==> src/hw/pixel_shift_defs.svh <==
/*
 * constants for the pixel bit window shifter: widths, shift codes, reset values.
 * assumes inclusion by bare name from the package and design files.
 */
`ifndef PIXEL_SHIFT_DEFS_SVH
`define PIXEL_SHIFT_DEFS_SVH
`define SAMPLE_W 12
`define PIX8_W 8
`define SHIFT_W 3
`define SHIFT_MAX 3'h4
`define SHIFT_RST 3'h0
`define PIPE_LAT 2
`endif

==> src/hw/pixel_shift_pkg.sv <==
/*
 * types for the pixel bit window shifter.
 * assumes the defs header sits beside it.
 */
`include "pixel_shift_defs.svh"
package pixel_shift_pkg;
    typedef logic [`SAMPLE_W-1:0] sample_t;
    typedef logic [`SHIFT_W-1:0] shift_t;
    // output depth selection
    typedef enum logic {
        FMT_8BIT = 1'b0,
        FMT_12BIT = 1'b1
    } pix_fmt_t;
endpackage

==> src/hw/pix_skid_buffer.sv <==
/*
 * two-entry buffer with valid/ready on both sides.
 * assumes one clock and an asynchronous active-low reset.
 */
`timescale 1ns/1ps
module pix_skid_buffer #(
    parameter int WIDTH = 12
) (
    input wire logic i_clk_sys,
    input wire logic i_arst_n,
    input wire logic i_valid,
    output logic o_ready,
    input wire logic [WIDTH-1:0] i_data,
    output logic o_valid,
    input wire logic i_ready,
    output logic [WIDTH-1:0] o_data
);
    logic [WIDTH-1:0] mem_r [2];
    logic wp_r;
    logic rp_r;
    logic [1:0] cnt_r;
    logic push;
    logic pop;

    assign push = i_valid && o_ready;
    assign pop = o_valid && i_ready;

    // ready and valid come from the occupancy register; full stalls the source honestly
    always_ff @(posedge i_clk_sys or negedge i_arst_n) begin
        if (!i_arst_n) begin
            cnt_r <= 2'h0;
            wp_r <= 1'b0;
            rp_r <= 1'b0;
            o_ready <= 1'b1;
            o_valid <= 1'b0;
        end else begin
            cnt_r <= cnt_r + {1'b0, push} - {1'b0, pop};
            wp_r <= wp_r ^ push;
            rp_r <= rp_r ^ pop;
            o_ready <= (cnt_r + {1'b0, push} - {1'b0, pop}) != 2'h2;
            o_valid <= (cnt_r + {1'b0, push} - {1'b0, pop}) != 2'h0;
        end
    end

    // storage has no reset; only written words are ever shown
    always_ff @(posedge i_clk_sys) begin
        if (push) begin
            mem_r[wp_r] <= i_data;
        end
    end

    // registered read data: head word after the pop/push of this cycle
    always_ff @(posedge i_clk_sys or negedge i_arst_n) begin
        if (!i_arst_n) begin
            o_data <= '0;
        end else if (cnt_r == 2'h0 || (cnt_r == 2'h1 && pop)) begin
            o_data <= i_data;
        end else begin
            o_data <= pop ? mem_r[~rp_r] : mem_r[rp_r];
        end
    end
endmodule // pix_skid_buffer

==> src/hw/pixel_bit_window_shifter.sv <==
/*
 * per-pixel digital shift stage: selects a bit window of a 12 bit converter sample,
 * saturates on overflow, and hands the result to a two-entry output buffer.
 * assumes samples synchronous to i_clk_sys and a static shift/format setting per frame.
 */
// Functional notes
// - 8 bit format, shift 1: output sample bits 10..3.
// - 8 bit format, shift 2: output sample bits 9..2.
// - 8 bit format, shift 3: output sample bits 8..1.
// - 8 bit format, shift 4: output sample bits 7..0.
// - any set bit above the chosen window forces all output bits to one.
// - in 12 bit format, shifts 1..4 multiply the unsaturated value by 2, 4, 8, 16.
// - shift code 0 disables shifting; 1..4 select shift by 1..4.
// - 8 bit format, no shift: output sample bits 11..4.
// - 12 bit format: bits 11-n..0 then n zeros; no shift passes all bits.
`timescale 1ns/1ps
`include "pixel_shift_defs.svh"
module pixel_bit_window_shifter
(
    input wire logic i_clk_sys,
    input wire logic i_arst_n,
    input wire pixel_shift_pkg::shift_t i_shift,
    input wire pixel_shift_pkg::pix_fmt_t i_fmt,
    input wire logic i_smp_valid,
    output logic o_smp_ready,
    input wire pixel_shift_pkg::sample_t i_smp_data,
    output logic o_pix_valid,
    input wire logic i_pix_ready,
    output logic [`SAMPLE_W-1:0] o_pix_data
);
    import pixel_shift_pkg::*;

    // illegal codes above the maximum are treated as no shift
    function automatic shift_t legal_shift(input shift_t s);
        return (s > `SHIFT_MAX) ? `SHIFT_RST : s;
    endfunction

    // saturation test: any bit at or above position 12-n set
    function automatic logic overflow(input sample_t d, input shift_t n);
        logic [`SAMPLE_W-1:0] mask;
        mask = ~({`SAMPLE_W{1'b1}} >> n);
        return (n != 3'h0) && ((d & mask) != '0);
    endfunction

    // window select; 8 bit results sit in the low byte, upper bits zero
    function automatic sample_t window(input sample_t d, input shift_t n, input pix_fmt_t f);
        sample_t sh;
        sh = d << n;
        if (overflow(d, n)) begin
            return (f == FMT_8BIT) ? sample_t'(8'hff) : 12'hfff;
        end else if (f == FMT_8BIT) begin
            return {4'h0, sh[11:4]};
        end else begin
            return sh;
        end
    endfunction

    logic stall;
    logic buf_ready;
    logic s1_valid_r;
    sample_t s1_data_r;
    sample_t s2_data_r;
    logic s2_valid_r;
    shift_t shift_r;
    pix_fmt_t fmt_r;
    logic take;
    logic buf_push;
    logic buf_pop;
    logic buf_full_nxt;
    logic s2_valid_nxt;
    logic smp_ready_nxt;

    // a sample enters only when the source offers it and the block has promised room
    assign take = i_smp_valid && o_smp_ready;

    // mirror of the buffer's occupancy step, so the source can be told one edge ahead
    assign buf_push = s2_valid_r && buf_ready;
    assign buf_pop = o_pix_valid && i_pix_ready;
    assign buf_full_nxt = !buf_pop && (!buf_ready || (o_pix_valid && buf_push));
    assign s2_valid_nxt = stall ? s2_valid_r : s1_valid_r;
    // ready is a flop, so it must predict the next edge's stall exactly; a late ready drops a sample
    assign smp_ready_nxt = !(s2_valid_nxt && buf_full_nxt);

    // pipeline holds only while stage 2 has a word the buffer cannot take, so nothing is dropped
    assign stall = s2_valid_r && !buf_ready;

    // settings captured each sample so the window is applied per sample
    always_ff @(posedge i_clk_sys or negedge i_arst_n) begin
        if (!i_arst_n) begin
            shift_r <= `SHIFT_RST;
            fmt_r <= FMT_8BIT;
        end else if (!stall) begin
            shift_r <= legal_shift(i_shift);
            fmt_r <= i_fmt;
        end
    end

    // stage 1: register the incoming sample
    always_ff @(posedge i_clk_sys or negedge i_arst_n) begin
        if (!i_arst_n) begin
            s1_valid_r <= 1'b0;
            s1_data_r <= '0;
        end else if (!stall) begin
            s1_valid_r <= take;
            s1_data_r <= i_smp_data;
        end
    end

    // stage 2: shift and saturate
    always_ff @(posedge i_clk_sys or negedge i_arst_n) begin
        if (!i_arst_n) begin
            s2_valid_r <= 1'b0;
            s2_data_r <= '0;
        end else if (!stall) begin
            s2_valid_r <= s1_valid_r;
            s2_data_r <= window(s1_data_r, shift_r, fmt_r);
        end
    end

    // source ready is registered from the predicted stall, so a sample seen with ready high is always taken
    always_ff @(posedge i_clk_sys or negedge i_arst_n) begin
        if (!i_arst_n) begin
            o_smp_ready <= 1'b0;
        end else begin
            o_smp_ready <= smp_ready_nxt;
        end
    end

    pix_skid_buffer #(
        .WIDTH(`SAMPLE_W)
    ) u_outbuf (
        .i_clk_sys(i_clk_sys),
        .i_arst_n(i_arst_n),
        .i_valid(s2_valid_r),
        .o_ready(buf_ready),
        .i_data(s2_data_r),
        .o_valid(o_pix_valid),
        .i_ready(i_pix_ready),
        .o_data(o_pix_data)
    );
endmodule // pixel_bit_window_shifter

==> config.mk <==
export PLATFORM = sky130hd
export DESIGN_NAME = pixel_bit_window_shifter
export DESIGN_NICKNAME = d
export VERILOG_FILES = /design/src/hw/pixel_shift_pkg.sv /design/src/hw/pix_skid_buffer.sv /design/src/hw/pixel_bit_window_shifter.sv
export VERILOG_INCLUDE_DIRS = /design/src /design/src/hw
export SDC_FILE = /design/constraint.sdc
export NUM_CORES = 1
export LEC_CHECK = 0
export BUFFER_PORTS_ARGS = -buffer_cell sky130_fd_sc_hd__buf_4
export CAP_MARGIN = 5
export CORE_MARGIN = 3
export CORE_UTILIZATION = 40
export DETAILED_ROUTE_END_ITERATION = 6
export HOLD_SLACK_MARGIN = 0.03
export SYNTH_ARGS = -nofsm -noshare
export SYNTH_HDL_FRONTEND = slang
export SYNTH_SLANG_ARGS = --single-unit
==> constraint.sdc <==
create_clock -name i_clk_sys -period 3.5 [get_ports i_clk_sys]
set_input_delay 0.175 -clock i_clk_sys [delete_from_list [all_inputs] [get_ports i_clk_sys]]
set_output_delay 0.175 -clock i_clk_sys [all_outputs]
set_load 0.02 [all_outputs]
==> results.json <==
{
  "yosys-top-cells-area": "dfrtp_1 (36%), edfxtp_1 (22%), mux2i_1 (9.4%), nand2_1 (7.8%), o22a_1 (2.1%)",
  "antenna_found_initial": 0,
  "via_per_inst": 4.93,
  "multi_input_area_um2": 1230,
  "drt_iter0_markers": 122,
  "grt_remaining_overflow": 0,
  "nets": 362,
  "path_max_fanout": 24,
  "crit_required_ps": 3730,
  "synth_nets": 318,
  "crit_family": "compound AO/OA/AOI/OAI gates",
  "power_density_nw_per_um2": 869,
  "max-slew-margin-rel": 0.409,
  "seq_area_frac_synth": 0.587,
  "h-tree-depth": 3,
  "p_leak_nw": 1.68,
  "grt.total_usage": 0.137,
  "drc": 0,
  "synth_top_area_frac": 0.362,
  "place.gp.congestion": 0.885,
  "fp.coreArea_um2": 7890,
  "post_drt_wl_per_cell_um": 13.6,
  "clkTransAtPathRegs_ps": 80,
  "async_flop_share": 0.671,
  "hold_viol_final": 0,
  "critPathLaunchType": "flop",
  "skew_ps": 9.54,
  "path_cells": "a211o_1 > o311ai_4 > a41oi_4 > or2_1 > o32a_1",
  "slew_viol_final": 0,
  "port_buffers": 33,
  "drive_gt1_frac": 0.172,
  "synth_edf_count": 24,
  "numCtsBuffers": 9,
  "fill_cells": 738,
  "tns_ps": 0,
  "cts_max_path_buffers": 2,
  "cts_tree": "built",
  "ir_drop_mv": 0.327,
  "max_freq_mhz": 441,
  "fin_crit_sh": 0.648,
  "grt_pass1_wl_um": 10500,
  "yosysUniqueCellTypes": 42,
  "firstDrtPassIters": 5,
  "antenna_cells": 0,
  "use_met2": 0.221,
  "vias": 2196,
  "period_needed_ps": 2270,
  "dp_hpwl_um": 4130,
  "start_util": 0.421,
  "status": "completed",
  "setup_slack_ps": 1230,
  "dieArea_um2": 9420,
  "cts_sinks": 73,
  "setup_viol": 0,
  "syn_avg_cell_area_um2": 11.3,
  "critPathSlowestCell": "dfrtp_1",
  "grt_pass1_vias": 2187,
  "preCtsSetupSlack_ps": 1260,
  "insertion_delay_ps": 340,
  "rows": 32,
  "syn_area_um2": 3320,
  "hold_class": "in -> reg",
  "worst_ep_arrival_time_ps": 2490,
  "pin_count": 34,
  "die_w_um": 97.1,
  "antenna_left": 0,
  "endpoint_kind": "flop",
  "syn_to_final_growth_pct": 18.4,
  "maxCapViolations": 0,
  "die_h_um": 97.1,
  "post_cts_buffers": 0,
  "cts_hold_buf": 14,
  "cts_resized": 0,
  "syn_inst": 294,
  "use_met1": 0.173,
  "cp.buffers_inverters": 0,
  "met3_usage": 0.0474,
  "synth_area_leader_cell": "dfrtp_1",
  "grt_start_max_net_pins": 50,
  "busiest_layer": "met2",
  "critPathKind": "reg -> reg",
  "synth_seq_cells": 73,
  "regArea_um2": 1950,
  "max_stage_delay_ps": 710,
  "synth_ff_type": "dfrtp_1",
  "rsz0062_at_grt": "no",
  "yosysWarningCount": 0,
  "clock-root-buffer": "clkbuf_8",
  "tightest_slew_ps": 887,
  "wirelength_um": 6050
}
==> per-stage QoR <==
step | hold slack, ps | std cells | utilization | cell area, um2 | power [mW]
finish | 49.1 | 445 | 0.498 | 3930 | 3.41
global route | 42.5 | 445 | 0.498 | 3930 | 3.69
CTS | 34.7 | 445 | 0.498 | 3930 | 3.47
detailed placement | 242 | 415 | 0.459 | 3620 | 2.88
global placement | 235 | 415 | 0.459 | 3620 | 2.84
floorplan | -121 | 294 | - | 3320 | 2.48
==> routing by layer <==
layer  wire [um]  share of wire
met5           0              0
met4          42         0.0069
met3         271          0.045
met2        2920           0.48
met1        2810           0.46
==> Yosys cell counts (all sizes together), types with 2 or more instances <==
| master | instances |
|---|---|
| nand2 | 69 |
| dfrtp | 48 |
| mux2i | 31 |
| o21ai | 25 |
| edfxtp | 24 |
| buf | 10 |
| inv | 10 |
| nor2 | 8 |
| o22a | 8 |
| a21oi | 7 |
| clkbuf | 7 |
| a211oi | 4 |
| ha | 4 |
| nand2b | 4 |
| o22ai | 4 |
| or2 | 4 |
| mux2 | 3 |
| and2 | 2 |
| nand3b | 2 |
| nor2b | 2 |
| xor2 | 2 |
==> where the power goes <==
part | leakage, nW | switching (mW) | internal, mW
Sequential | 0.797 | 0.248 | 1.29
Combinational | 0.798 | 0.719 | 0.584
Clock | 0.0827 | 0.313 | 0.258
==> state kept, by name, indices dropped and copies added, names as in the netlist <==
register and cells:
s1_data_r 12, o_smp_ready 1, u_outbuf.wp_r 1, s2_data_r 12, shift_r 3, u_outbuf.mem_r 24, s1_valid_r 1, u_outbuf.o_valid 1
u_outbuf.o_ready 1, fmt_r 1, u_outbuf.o_data 12, u_outbuf.rp_r 1, s2_valid_r 1, u_outbuf.cnt_r 2
==> area by class of cell <==
type / instances / share of cell area
flip-flops and latches: 73 / 0.496
multi-input cells: 194 / 0.314
repair buffers: 50 / 0.104
clock buffers: 10 / 0.0325
well taps: 102 / 0.0325
clock inverters: 6 / 0.0108
inverters: 10 / 0.00956
==> cells by family (layout without fill, tap and decap cells) <==
| logic type | count (synthesis) | in the layout | share of synthesized area |
|---|---|---|---|
| adders and majority gates | 4 | 4 | 0.0151 |
| and+or+nand+nor | 94 | 94 | 0.120 |
| DFF | 73 | 73 | 0.587 |
| buffers and inverters | 27 | 76 | 0.0407 |
| xor gates and xnor gates | 3 | 3 | 0.00792 |
| AOI/OAI and AO/OA | 59 | 59 | 0.126 |
| muxes | 34 | 34 | 0.104 |
==> path summary, 6_finish.rpt <==
path	from	endpoint	slack, ps	cells after the start
max in group asynchronous	i_arst_n	s2_data_r[7]$_DFFE_PN0N_	2690	2
worst max-delay path	shift_r[0]$_DFFE_PN0N_	s2_data_r[1]$_DFFE_PN0N_	1230	5
worst min register to register	s2_data_r[3]$_DFFE_PN0N_	u_outbuf.mem_r[0][3]$_DFFE_PP_	510	0
min in group asynchronous	i_arst_n	u_outbuf.o_data[2]$_DFF_PN0_	380	2
worst min-delay path	i_smp_data[11]	s1_data_r[11]$_DFFE_PN0N_	50	3
worst max register to register	shift_r[0]$_DFFE_PN0N_	s2_data_r[1]$_DFFE_PN0N_	1230	5
==> worst register-to-register path: cells and delay by family, from the launching register on <==
family,cells,cell delay [ps]
AOI/OAI and AO/OA,4,1110
and+or+nand+nor,1,330
DFF,1,710
==> layout by cell type (no fill, tap or decap), types with 7 or more instances in the layout <==
cell type      Yosys  routed
nand2_1           69      69
dfrtp_1           48      48
buf_4              1      36
mux2i_1           31      31
edfxtp_1          24      24
dlygate4sd3_1      0      14
o21ai_0           13      13
o21ai_1           12      12
inv_1             10      10
clkbuf_8           0       9
nor2_1             8       8
o22a_1             8       8
a21oi_1            7       7
(Power assumes the default switching activity.)
